File: src/ctcr_regs.svh
// register offsets, field positions, reset values and timing counts
// Notes on behaviour
// - timer control bit 7 set suppresses the status pin; resets to zero.
// - slow-down bit halves safety timer rate during input limiting or thermal loop.
// - safety timer enable gates all safety timers; default one, restored by reset or watchdog.
// - pre-charge timer is 2.5 hours when select is zero, 0.62 hours when one.
// - fast charge timer is 14.5 hours when select is zero, 28 hours when one.
// - auto discharge bit applies battery discharge during battery overvoltage fault.
// - forced battery discharge bit sinks battery current; cleared by reset or watchdog.
// - charge enable permits charging; default one, restored by reset or watchdog.
// - high impedance bit; cleared by reset, watchdog expiry or adapter plug-in.
// - forced mid node discharge bit; cleared by reset or watchdog expiry.
// - host writes kick bit; device restarts watchdog and clears the bit itself.
// - watchdog period 00 off, 01/10/11 give 50/100/200 s; resets to 01.
// - register reset command restores defaults, resets timers, reads zero afterwards.
// - thermal threshold bit selects 60 C at zero, 120 C at one; resets one.
// - frequency field 00/01/10 gives 1.5/1.35/1.65 MHz; code 11 reserved.
// - drive strength 00 weak, 01 normal, 11 strong (reset); code 10 reserved.
// - input overvoltage bit selects 6.3 V at zero, 18.5 V at one; resets one.
`ifndef CTCR_REGS_SVH
`define CTCR_REGS_SVH
////////////////////////////////////////////////////////////////////////////////
// offsets
`define CTCR_OFS_TIMER 8'h15
`define CTCR_OFS_CTRL1 8'h16
`define CTCR_OFS_CTRL2 8'h17
// reset values
`define CTCR_RST_TIMER 8'h0c
`define CTCR_RST_CTRL1 8'ha1
`define CTCR_RST_CTRL2 8'h4f
// writable bits, reserved bits read zero except control 2 bit 1, which reset sets to one and any write to control 2 clears
`define CTCR_WMASK_TIMER 8'h8f
`define CTCR_WMASK_CTRL1 8'hff
`define CTCR_WMASK_CTRL2 8'hfd
// fields restored on watchdog expiry
`define CTCR_WDMASK_TIMER 8'h04
`define CTCR_WDMASK_CTRL1 8'h78
////////////////////////////////////////////////////////////////////////////////
// field positions
`define CTCR_B_STAT_DIS 7
`define CTCR_B_HALF_RATE 3
`define CTCR_B_SAFETY_EN 2
`define CTCR_B_PRE_SEL 1
`define CTCR_B_FAST_SEL 0
`define CTCR_B_AUTO_DIS 7
`define CTCR_B_FORCE_BAT 6
`define CTCR_B_CHG_EN 5
`define CTCR_B_HIZ 4
`define CTCR_B_FORCE_MID 3
`define CTCR_B_KICK 2
`define CTCR_B_WD_HI 1
`define CTCR_B_WD_LO 0
`define CTCR_B_REG_RST 7
`define CTCR_B_THERMAL_REGULATION_THRESHOLD 6
`define CTCR_B_FREQ_HI 5
`define CTCR_B_FREQ_LO 4
`define CTCR_B_STRN_HI 3
`define CTCR_B_STRN_LO 2
`define CTCR_B_OVP 0
// reserved codes
`define CTCR_FREQ_RSVD 2'h3
`define CTCR_STRN_RSVD 2'h2
////////////////////////////////////////////////////////////////////////////////
// timing
`define CTCR_CLK_PERIOD_NS 4
`define CTCR_NS_PER_SEC 1000000000
`define CTCR_CYC_PER_SEC (`CTCR_NS_PER_SEC / `CTCR_CLK_PERIOD_NS)
`define CTCR_SEC_PER_CHR 36
`define CTCR_PRE_LONG_CHR 250
`define CTCR_PRE_SHORT_CHR 62
`define CTCR_FAST_SHORT_CHR 1450
`define CTCR_FAST_LONG_CHR 2800
`define CTCR_WD_CODE1_S 50
`define CTCR_WD_CODE2_S 100
`define CTCR_WD_CODE3_S 200
`endif

File: src/ctcr_pkg.sv
// types shared by the charger timer and control register block
package ctcr_pkg;
  typedef enum logic [1:0] {
    CTCR_PH_IDLE,
    CTCR_PH_TRICKLE,
    CTCR_PH_PRECHARGE,
    CTCR_PH_FAST
  } ctcr_phase_t;

  typedef enum logic [1:0] {
    CTCR_TMR_IDLE,
    CTCR_TMR_RUN,
    CTCR_TMR_EXPIRED
  } ctcr_tmr_state_t;

  typedef struct packed {
    logic status_pin_disable;
    logic timer_half_rate_enable;
    logic safety_timers_enable;
    logic precharge_timer_select;
    logic fast_charge_timer_select;
    logic auto_battery_discharge_enable;
    logic forced_battery_discharge;
    logic charge_enable;
    logic high_impedance_mode_enable;
    logic forced_midnode_discharge;
    logic [1:0] watchdog_period;
    logic thermal_regulation_threshold;
    logic [1:0] converter_frequency_select;
    logic [1:0] gate_drive_strength_select;
    logic input_overvoltage_threshold;
  } ctcr_ctrl_t;
endpackage

File: src/ctcr_tick.sv
// one-cycle tick every CYCLES clocks, restartable
module ctcr_tick #(
  parameter int CYCLES = 250000000
) (
  input wire logic i_clk,
  input wire logic i_reset_n,
  input wire logic i_clear,
  output logic o_tick
);
  localparam int W = $clog2(CYCLES);
  localparam logic [W-1:0] LAST = W'(CYCLES - 1);

  generate
    if (CYCLES < 2)
    begin : g_chk
      $error("ctcr_tick: CYCLES must be at least 2");
    end
  endgenerate

  logic [W-1:0] cnt_r;
  logic [W-1:0] cnt_nxt;
  logic tick_r;
  logic tick_nxt;

  // clear restarts the phase so a full period follows
  always_comb
  begin
    cnt_nxt = cnt_r + W'(1);
    tick_nxt = 1'b0;
    if (i_clear)
    begin
      cnt_nxt = '0;
    end
    else if (cnt_r == LAST)
    begin
      cnt_nxt = '0;
      tick_nxt = 1'b1;
    end
  end

  always_ff @(posedge i_clk)
  begin
    if (!i_reset_n)
    begin
      cnt_r <= '0;
      tick_r <= 1'b0;
    end
    else
    begin
      cnt_r <= cnt_nxt;
      tick_r <= tick_nxt;
    end
  end

  assign o_tick = tick_r;
endmodule

File: src/ctcr_top.sv
// charger timer and control registers with watchdog and safety timers
`include "ctcr_regs.svh"
module ctcr_top #(
  parameter int CYC_PER_SEC = `CTCR_CYC_PER_SEC,
  parameter int PRE_LONG_S = `CTCR_PRE_LONG_CHR * `CTCR_SEC_PER_CHR,
  parameter int PRE_SHORT_S = `CTCR_PRE_SHORT_CHR * `CTCR_SEC_PER_CHR,
  parameter int FAST_SHORT_S = `CTCR_FAST_SHORT_CHR * `CTCR_SEC_PER_CHR,
  parameter int FAST_LONG_S = `CTCR_FAST_LONG_CHR * `CTCR_SEC_PER_CHR,
  parameter int WD1_S = `CTCR_WD_CODE1_S,
  parameter int WD2_S = `CTCR_WD_CODE2_S,
  parameter int WD3_S = `CTCR_WD_CODE3_S
) (
  input wire logic i_clk,
  input wire logic i_reset_n,
  input wire logic i_reg_wr,
  input wire logic i_reg_rd,
  input wire logic [7:0] i_reg_addr,
  input wire logic [7:0] i_reg_wdata,
  output logic [7:0] o_reg_rdata,
  output logic o_reg_rvalid,
  input wire ctcr_pkg::ctcr_phase_t i_charge_phase,
  input wire logic i_input_limit_active,
  input wire logic i_thermal_reg_active,
  input wire logic i_battery_ovp_fault,
  input wire logic i_adapter_plug_in,
  output ctcr_pkg::ctcr_ctrl_t o_ctrl,
  output logic o_status_pin_enable,
  output logic o_battery_discharge,
  output logic o_safety_timer_expired,
  output logic o_watchdog_expired
);
  localparam int TW = 17;

  generate
    if (FAST_LONG_S >= (1 << TW) || PRE_LONG_S >= (1 << TW) ||
        PRE_SHORT_S < 1 || FAST_SHORT_S < 1 || WD3_S > 255 || WD1_S < 1)
    begin : g_chk
      $error("ctcr_top: timer durations out of range");
    end
  endgenerate

  ////////////////////////////////////////////////////////////////////////////
  // register file
  logic [7:0] tmr_r;
  logic [7:0] tmr_nxt;
  logic [7:0] c1_r;
  logic [7:0] c1_nxt;
  logic [7:0] c2_r;
  logic [7:0] c2_nxt;
  logic [7:0] rdata_r;
  logic [7:0] rdata_nxt;
  logic rvalid_r;
  logic rst_cmd;
  logic kick;
  logic wd_expire;
  logic wr_tmr;
  logic wr_c1;
  logic wr_c2;
  logic [7:0] wmerge2;

  assign wr_tmr = i_reg_wr && (i_reg_addr == `CTCR_OFS_TIMER);
  assign wr_c1 = i_reg_wr && (i_reg_addr == `CTCR_OFS_CTRL1);
  assign wr_c2 = i_reg_wr && (i_reg_addr == `CTCR_OFS_CTRL2);
  // the command bits stand for one cycle, then act and fall back
  assign rst_cmd = c2_r[`CTCR_B_REG_RST];
  assign kick = c1_r[`CTCR_B_KICK];

  // reserved codes are refused so the converter never sees them
  always_comb
  begin
    wmerge2 = i_reg_wdata & `CTCR_WMASK_CTRL2;
    if (wmerge2[`CTCR_B_FREQ_HI:`CTCR_B_FREQ_LO] == `CTCR_FREQ_RSVD)
    begin
      wmerge2[`CTCR_B_FREQ_HI:`CTCR_B_FREQ_LO] =
        c2_r[`CTCR_B_FREQ_HI:`CTCR_B_FREQ_LO];
    end
    if (wmerge2[`CTCR_B_STRN_HI:`CTCR_B_STRN_LO] == `CTCR_STRN_RSVD)
    begin
      wmerge2[`CTCR_B_STRN_HI:`CTCR_B_STRN_LO] =
        c2_r[`CTCR_B_STRN_HI:`CTCR_B_STRN_LO];
    end
  end

  // priority: register reset, then watchdog expiry, then host write
  always_comb
  begin
    tmr_nxt = tmr_r;
    c1_nxt = c1_r;
    c2_nxt = c2_r;
    c1_nxt[`CTCR_B_KICK] = 1'b0;
    c2_nxt[`CTCR_B_REG_RST] = 1'b0;
    if (wr_tmr)
    begin
      tmr_nxt = i_reg_wdata & `CTCR_WMASK_TIMER;
    end
    if (wr_c1)
    begin
      c1_nxt = i_reg_wdata & `CTCR_WMASK_CTRL1;
    end
    if (wr_c2)
    begin
      c2_nxt = wmerge2;
    end
    if (i_adapter_plug_in)
    begin
      c1_nxt[`CTCR_B_HIZ] = 1'b0;
    end
    if (wd_expire)
    begin
      tmr_nxt = (tmr_nxt & ~`CTCR_WDMASK_TIMER) |
                (`CTCR_RST_TIMER & `CTCR_WDMASK_TIMER);
      c1_nxt = (c1_nxt & ~`CTCR_WDMASK_CTRL1) |
               (`CTCR_RST_CTRL1 & `CTCR_WDMASK_CTRL1);
    end
    if (rst_cmd)
    begin
      tmr_nxt = `CTCR_RST_TIMER;
      c1_nxt = `CTCR_RST_CTRL1;
      c2_nxt = `CTCR_RST_CTRL2;
    end
  end

  // read data is registered; unmapped offsets read zero
  always_comb
  begin
    rdata_nxt = rdata_r;
    if (i_reg_rd)
    begin
      case (i_reg_addr)
        `CTCR_OFS_TIMER: rdata_nxt = tmr_r;
        `CTCR_OFS_CTRL1: rdata_nxt = c1_r;
        `CTCR_OFS_CTRL2: rdata_nxt = c2_r;
        default: rdata_nxt = 8'h00;
      endcase
    end
  end

  always_ff @(posedge i_clk)
  begin
    if (!i_reset_n)
    begin
      tmr_r <= `CTCR_RST_TIMER;
      c1_r <= `CTCR_RST_CTRL1;
      c2_r <= `CTCR_RST_CTRL2;
      rdata_r <= 8'h00;
      rvalid_r <= 1'b0;
    end
    else
    begin
      tmr_r <= tmr_nxt;
      c1_r <= c1_nxt;
      c2_r <= c2_nxt;
      rdata_r <= rdata_nxt;
      rvalid_r <= i_reg_rd;
    end
  end

  assign o_reg_rdata = rdata_r;
  assign o_reg_rvalid = rvalid_r;

  ////////////////////////////////////////////////////////////////////////////
  // watchdog
  logic wd_tick;
  logic [7:0] wd_cnt_r;
  logic [7:0] wd_cnt_nxt;
  logic [7:0] wd_limit;
  logic wd_flag_r;
  logic wd_flag_nxt;
  logic wd_restart;

  assign wd_restart = kick || rst_cmd || (wd_limit == 8'h00);

  ctcr_tick #(
    .CYCLES(CYC_PER_SEC)
  ) u_wd_tick (
    .i_clk(i_clk),
    .i_reset_n(i_reset_n),
    .i_clear(wd_restart),
    .o_tick(wd_tick)
  );

  // period code to seconds, code zero disables
  always_comb
  begin
    case (c1_r[`CTCR_B_WD_HI:`CTCR_B_WD_LO])
      2'h1: wd_limit = 8'(WD1_S);
      2'h2: wd_limit = 8'(WD2_S);
      2'h3: wd_limit = 8'(WD3_S);
      default: wd_limit = 8'h00;
    endcase
  end

  assign wd_expire = !wd_restart && wd_tick &&
                     (wd_cnt_r >= wd_limit - 8'h01);

  // a kick in the same cycle outranks a fresh expiry
  always_comb
  begin
    wd_cnt_nxt = wd_cnt_r;
    wd_flag_nxt = wd_flag_r;
    if (wd_restart)
    begin
      wd_cnt_nxt = 8'h00;
    end
    else if (wd_expire)
    begin
      wd_cnt_nxt = 8'h00;
    end
    else if (wd_tick)
    begin
      wd_cnt_nxt = wd_cnt_r + 8'h01;
    end
    if (kick || rst_cmd)
    begin
      wd_flag_nxt = 1'b0;
    end
    if (wd_expire)
    begin
      wd_flag_nxt = 1'b1;
    end
  end

  always_ff @(posedge i_clk)
  begin
    if (!i_reset_n)
    begin
      wd_cnt_r <= 8'h00;
      wd_flag_r <= 1'b0;
    end
    else
    begin
      wd_cnt_r <= wd_cnt_nxt;
      wd_flag_r <= wd_flag_nxt;
    end
  end

  assign o_watchdog_expired = wd_flag_r;

  ////////////////////////////////////////////////////////////////////////////
  // safety timer; trickle and pre-charge use the same pre-charge limit
  ctcr_pkg::ctcr_tmr_state_t st_r;
  ctcr_pkg::ctcr_tmr_state_t st_nxt;
  ctcr_pkg::ctcr_phase_t phase_r;
  logic [TW-1:0] st_cnt_r;
  logic [TW-1:0] st_cnt_nxt;
  logic [TW-1:0] st_limit;
  logic half_r;
  logic half_nxt;
  logic sec_tick;
  logic slow;
  logic advance;
  logic timing_phase;
  logic phase_chg;

  ctcr_tick #(
    .CYCLES(CYC_PER_SEC)
  ) u_st_tick (
    .i_clk(i_clk),
    .i_reset_n(i_reset_n),
    .i_clear(rst_cmd),
    .o_tick(sec_tick)
  );

  always_comb
  begin
    if (i_charge_phase == ctcr_pkg::CTCR_PH_FAST)
    begin
      st_limit = tmr_r[`CTCR_B_FAST_SEL] ? TW'(FAST_LONG_S) :
                 TW'(FAST_SHORT_S);
    end
    else
    begin
      st_limit = tmr_r[`CTCR_B_PRE_SEL] ? TW'(PRE_SHORT_S) :
                 TW'(PRE_LONG_S);
    end
  end

  assign slow = tmr_r[`CTCR_B_HALF_RATE] &&
                (i_input_limit_active || i_thermal_reg_active);
  assign advance = sec_tick && (!slow || half_r);
  assign timing_phase = (i_charge_phase != ctcr_pkg::CTCR_PH_IDLE);
  assign phase_chg = (i_charge_phase != phase_r);

  // every phase change starts a fresh budget
  always_comb
  begin
    st_nxt = st_r;
    st_cnt_nxt = st_cnt_r;
    half_nxt = half_r;
    if (sec_tick && slow)
    begin
      half_nxt = !half_r;
    end
    case (st_r)
      ctcr_pkg::CTCR_TMR_IDLE:
      begin
        st_cnt_nxt = '0;
        half_nxt = 1'b0;
        if (timing_phase)
        begin
          st_nxt = ctcr_pkg::CTCR_TMR_RUN;
        end
      end
      ctcr_pkg::CTCR_TMR_RUN:
      begin
        if (advance)
        begin
          if (st_cnt_r >= st_limit - TW'(1))
          begin
            st_nxt = ctcr_pkg::CTCR_TMR_EXPIRED;
          end
          st_cnt_nxt = st_cnt_r + TW'(1);
        end
      end
      ctcr_pkg::CTCR_TMR_EXPIRED: st_nxt = ctcr_pkg::CTCR_TMR_EXPIRED;
      default: st_nxt = ctcr_pkg::CTCR_TMR_IDLE;
    endcase
    if (!tmr_r[`CTCR_B_SAFETY_EN] || rst_cmd || phase_chg || !timing_phase)
    begin
      st_nxt = ctcr_pkg::CTCR_TMR_IDLE;
      st_cnt_nxt = '0;
      half_nxt = 1'b0;
    end
  end

  always_ff @(posedge i_clk)
  begin
    if (!i_reset_n)
    begin
      st_r <= ctcr_pkg::CTCR_TMR_IDLE;
      st_cnt_r <= '0;
      half_r <= 1'b0;
      phase_r <= ctcr_pkg::CTCR_PH_IDLE;
    end
    else
    begin
      st_r <= st_nxt;
      st_cnt_r <= st_cnt_nxt;
      half_r <= half_nxt;
      phase_r <= i_charge_phase;
    end
  end

  assign o_safety_timer_expired = (st_r == ctcr_pkg::CTCR_TMR_EXPIRED);

  ////////////////////////////////////////////////////////////////////////////
  // control outputs straight from the register bits
  assign o_ctrl.status_pin_disable = tmr_r[`CTCR_B_STAT_DIS];
  assign o_ctrl.timer_half_rate_enable = tmr_r[`CTCR_B_HALF_RATE];
  assign o_ctrl.safety_timers_enable = tmr_r[`CTCR_B_SAFETY_EN];
  assign o_ctrl.precharge_timer_select = tmr_r[`CTCR_B_PRE_SEL];
  assign o_ctrl.fast_charge_timer_select = tmr_r[`CTCR_B_FAST_SEL];
  assign o_ctrl.auto_battery_discharge_enable = c1_r[`CTCR_B_AUTO_DIS];
  assign o_ctrl.forced_battery_discharge = c1_r[`CTCR_B_FORCE_BAT];
  assign o_ctrl.charge_enable = c1_r[`CTCR_B_CHG_EN];
  assign o_ctrl.high_impedance_mode_enable = c1_r[`CTCR_B_HIZ];
  assign o_ctrl.forced_midnode_discharge = c1_r[`CTCR_B_FORCE_MID];
  assign o_ctrl.watchdog_period = c1_r[`CTCR_B_WD_HI:`CTCR_B_WD_LO];
  assign o_ctrl.thermal_regulation_threshold = c2_r[`CTCR_B_THERMAL_REGULATION_THRESHOLD];
  assign o_ctrl.converter_frequency_select =
    c2_r[`CTCR_B_FREQ_HI:`CTCR_B_FREQ_LO];
  assign o_ctrl.gate_drive_strength_select =
    c2_r[`CTCR_B_STRN_HI:`CTCR_B_STRN_LO];
  assign o_ctrl.input_overvoltage_threshold = c2_r[`CTCR_B_OVP];

  assign o_status_pin_enable = !tmr_r[`CTCR_B_STAT_DIS];
  // combinational so a fault reaches the sink without delay
  assign o_battery_discharge = c1_r[`CTCR_B_FORCE_BAT] ||
    (c1_r[`CTCR_B_AUTO_DIS] && i_battery_ovp_fault);
endmodule

File: config.mk
export PLATFORM = sky130hd
export DESIGN_NAME = ctcr_top
export DESIGN_NICKNAME = d
export VERILOG_FILES = /design/src/ctcr_pkg.sv /design/src/ctcr_tick.sv /design/src/ctcr_top.sv
export VERILOG_INCLUDE_DIRS = /design/src
export SDC_FILE = /design/constraint.sdc
export NUM_CORES = 1
export LEC_CHECK = 0
export ABC_AREA = 0
export ABC_CLOCK_PERIOD_IN_PS = 4400
export CAP_MARGIN = 20
export CORE_MARGIN = 10
export CORE_UTILIZATION = 45
export CTS_CLUSTER_SIZE = 30
export DETAILED_ROUTE_END_ITERATION = 8
export DONT_BUFFER_PORTS = 1
export PLACE_DENSITY = 0.64
export SKIP_CTS_REPAIR_TIMING = 1
export SYNTH_ARGS = -nofsm -noshare
export SYNTH_HDL_FRONTEND = slang
export SYNTH_HIERARCHICAL = 1
export SYNTH_SLANG_ARGS = --single-unit
File: constraint.sdc
create_clock -name i_clk -period 4.4 [get_ports i_clk]
set_clock_uncertainty 0.15 [all_clocks]
set_input_delay 0.44 -clock i_clk [delete_from_list [all_inputs] [get_ports i_clk]]
set_output_delay 0.44 -clock i_clk [all_outputs]
set_load 0.05 [all_outputs]
==> results.json <==
{
  "grt_first_pass_wirelength_um": 24290,
  "area.growth.synth_to_final_pct": 10.87,
  "drc": 0,
  "critical_path_buf_inv_count": 2,
  "critPathLaunchType": "register",
  "use_met1_pct": 18.80,
  "io_buffers": 0,
  "post-route-util_pct": 50.75,
  "synth_seq_cells": 119,
  "reg2regPathDepth": 7,
  "synth_most_common_cell": "dfxtp_1",
  "cp-end-kind": "register",
  "hpwl_um": 10920,
  "maxSlewHeadroom_pct": 29.72,
  "fin_cells": 920,
  "num_vias": 5215,
  "global_route.usage.met2_pct": 23.63,
  "cts_buffer_depth": 2,
  "path_depth": 7,
  "syn_inst": 732,
  "grt_pass1_vias": 4688,
  "setup-tns-final_ns": 0,
  "nFillCells": 1273,
  "ys.flop_type": "dfxtp_1",
  "critPathSlowestCell": "dfxtp_1",
  "rsz0062_at_grt": "no",
  "postPlaceCellArea_um2": 6371,
  "synth_cell_types": 58,
  "post_drt_wl_per_cell_um": 16.45,
  "fin_nets": 786,
  "grt_overflow": 0,
  "drtIter0Drc": 408,
  "async_flop_share_pct": 0,
  "cp_common_cell": "inv_1",
  "period_needed_ns": 3.042,
  "cts_root_buf": "clkbuf_16",
  "max_stage_delay_ns": 0.74,
  "worst_slew_pin_slew_ns": 1.045,
  "ys.warnings.count": 6,
  "die_area_um2": 19270,
  "clkLatencyLatePin_ns": 0.41,
  "synth_area_leaders": "dfxtp_1 (37%), ha_1 (6.3%), nor2_1 (5.3%), xor2_1 (4.7%), xnor2_1 (4.4%)",
  "initial_core_util_pct": 45.77,
  "die_w_um": 138.8,
  "dp_cells": 879,
  "grtUsageMet3_pct": 5.411,
  "top_usage_layer": "met2",
  "status": "complete, no violations",
  "clkTransAtPathRegs_ns": 0.05,
  "path_delay_family": "simple AND/OR/NAND/NOR gates",
  "period_share_pct": 69.13,
  "grt_max_degree": 20,
  "p_total_mw": 2.521,
  "antenna_left": 0,
  "synth_edf_count": 0,
  "hp-class": "in2reg",
  "maxCapViolCount": 0,
  "num_rows": 43,
  "avgSynthCellArea_um2": 8.680,
  "crit_chain": "inv_1, ha_1, nor3_1, inv_1, nand2b_1, or4_1, nand3_1",
  "yosysTopAreaCell": "dfxtp_1",
  "power.density_nw_per_um2": 357.8,
  "grt_usage_pct": 15.01,
  "cp_max_fo": 13,
  "synth_area_um2": 6354,
  "cts.sinks": 119,
  "ys_seq_area_share_pct": 37.50,
  "finalSetupViolations": 0,
  "routed_wl_um": 15140,
  "boundaryPins": 57,
  "critical_path_class": "reg2reg",
  "required_ns": 4.60,
  "cts_buffers": 17,
  "ys_top_cells_by_count": "dfxtp_1 (119), nor2_1 (90), nand2_1 (70)",
  "gp_congestion": 0.8721,
  "peakVddDrop_mv": 0.2556,
  "slew_viol_final": 0,
  "fmax_ghz": 0.3288,
  "leakage_nw": 2.486,
  "vias_per_cell": 5.668,
  "grt_antenna_before_repair": 0,
  "die_h_um": 138.8,
  "crit_arrival_ns": 3.24,
  "antenna_cells": 0,
  "hold_violations": 0,
  "cts_tree": "done",
  "drive_gt1_share_pct": 7.568,
  "fin_area_um2": 7044,
  "cts_max_level": 4,
  "core_um2": 13880,
  "whs_path_depth": 2,
  "yosysTopAreaCellShare_pct": 37.50,
  "firstDrtPassIters": 7
}
[state kept, by name, indices dropped and copies added, names as in the netlist, 2 cells and up]
name / flops
u_st_tick/cnt_r: 28
o_reg_rdata: 8
c2_r: 8
st_cnt_r: 17
wd_cnt_r: 8
phase_r: 2
tmr_r: 5
st_r: 2
c1_r: 8
u_wd_tick/cnt_r: 28
[stage by stage]
step                      hold slack, ns  worst slack, ns
after detailed placement          0.2960            1.194
after CTS                       -0.07704            1.182
after floorplan                   0.2683            1.864
final                           0.006893            1.358
after global routing            0.007501            1.092
after global placement            0.2964            1.350
[worst paths after layout]
path         slack, ns                             end                  from
max               1.36  u_wd_tick/cnt_r[18]$_SDFF_PP0_  c1_r[1]$_SDFFE_PP0P_
min              0.007            c2_r[2]$_SDFFE_PP1P_        i_reg_wdata[2]
max reg2reg       1.36  u_wd_tick/cnt_r[18]$_SDFF_PP0_  c1_r[1]$_SDFFE_PP0P_
min reg2reg       0.31            c2_r[1]$_SDFFE_PP1P_  c2_r[1]$_SDFFE_PP1P_
[report_power, final]
group          total, mW  leakage [nW]  switching [mW]  internal, mW
Clock               1.34         0.275           0.470         0.871
Sequential          1.10         0.961          0.0149          1.09
Combinational     0.0762          1.25          0.0456        0.0306
[cell usage in the layout, fill, tap and decap left out, drive strengths merged, types with 4 or more instances in the layout]
cell type / synthesis / layout
a2111oi: 5 / 5
a211oi: 20 / 20
a21oi: 20 / 20
a22oi: 6 / 6
a311oi: 4 / 4
and2: 11 / 11
and3: 10 / 10
and4: 4 / 4
clkbuf: 10 / 24
dfxtp: 119 / 119
dlygate4sd3: 0 / 9
ha: 32 / 32
inv: 34 / 34
mux2: 4 / 4
mux2i: 17 / 17
nand2: 70 / 70
nand2b: 10 / 10
nand3: 45 / 45
nand4: 28 / 28
nor2: 91 / 91
nor2b: 7 / 7
nor3: 14 / 14
nor4: 13 / 13
nor4b: 6 / 6
o211ai: 6 / 6
o21a: 4 / 4
o21ai: 14 / 14
o22ai: 5 / 5
or2: 4 / 4
or4b: 4 / 4
xnor2: 32 / 32
xor2: 34 / 34
[worst reg2reg max path, cell delays in order, from the launching register on]
cell and delay [ns]:
dfxtp_1 0.74, inv_1 0.20, ha_1 0.24, nor3_1 0.47
inv_1 0.12, nand2b_1 0.39, or4_1 0.58, nand3_1 0.10
[cell type report]
cell class                      instances  area, µm²  area share (%)
Clock buffer                           23      478.0           6.785
Timing Repair Buffer                   10      97.59           1.385
Tap cell                              180      225.2           3.197
Sequential cell                       119       2382           33.82
Multi-Input combinational cell        546       3636           51.62
Clock inverter                          8      97.59           1.385
Inverter                               34      127.6           1.812
[logic make-up (layout without fill, tap and decap cells)]
group,Yosys count,count (layout),synth area share (%)
multiplexers,21,21,3.387
XOR/XNOR,66,66,9.098
other,2,3,0.1182
adder cells (fa/ha/maj),32,32,6.302
flip-flops,119,119,37.50
AND/OR/NAND/NOR,326,326,26.19
AO/OA/AOI/OAI,98,98,12.07
buffers and inverters,68,75,5.337
[routing by layer]
layer	vias to the layer above	wire (µm)
met3	17	1101
li1	2569	-
met5	-	0
met4	0	212
met1	2494	6851
met2	135	6973
(Power assumes the default switching activity.)
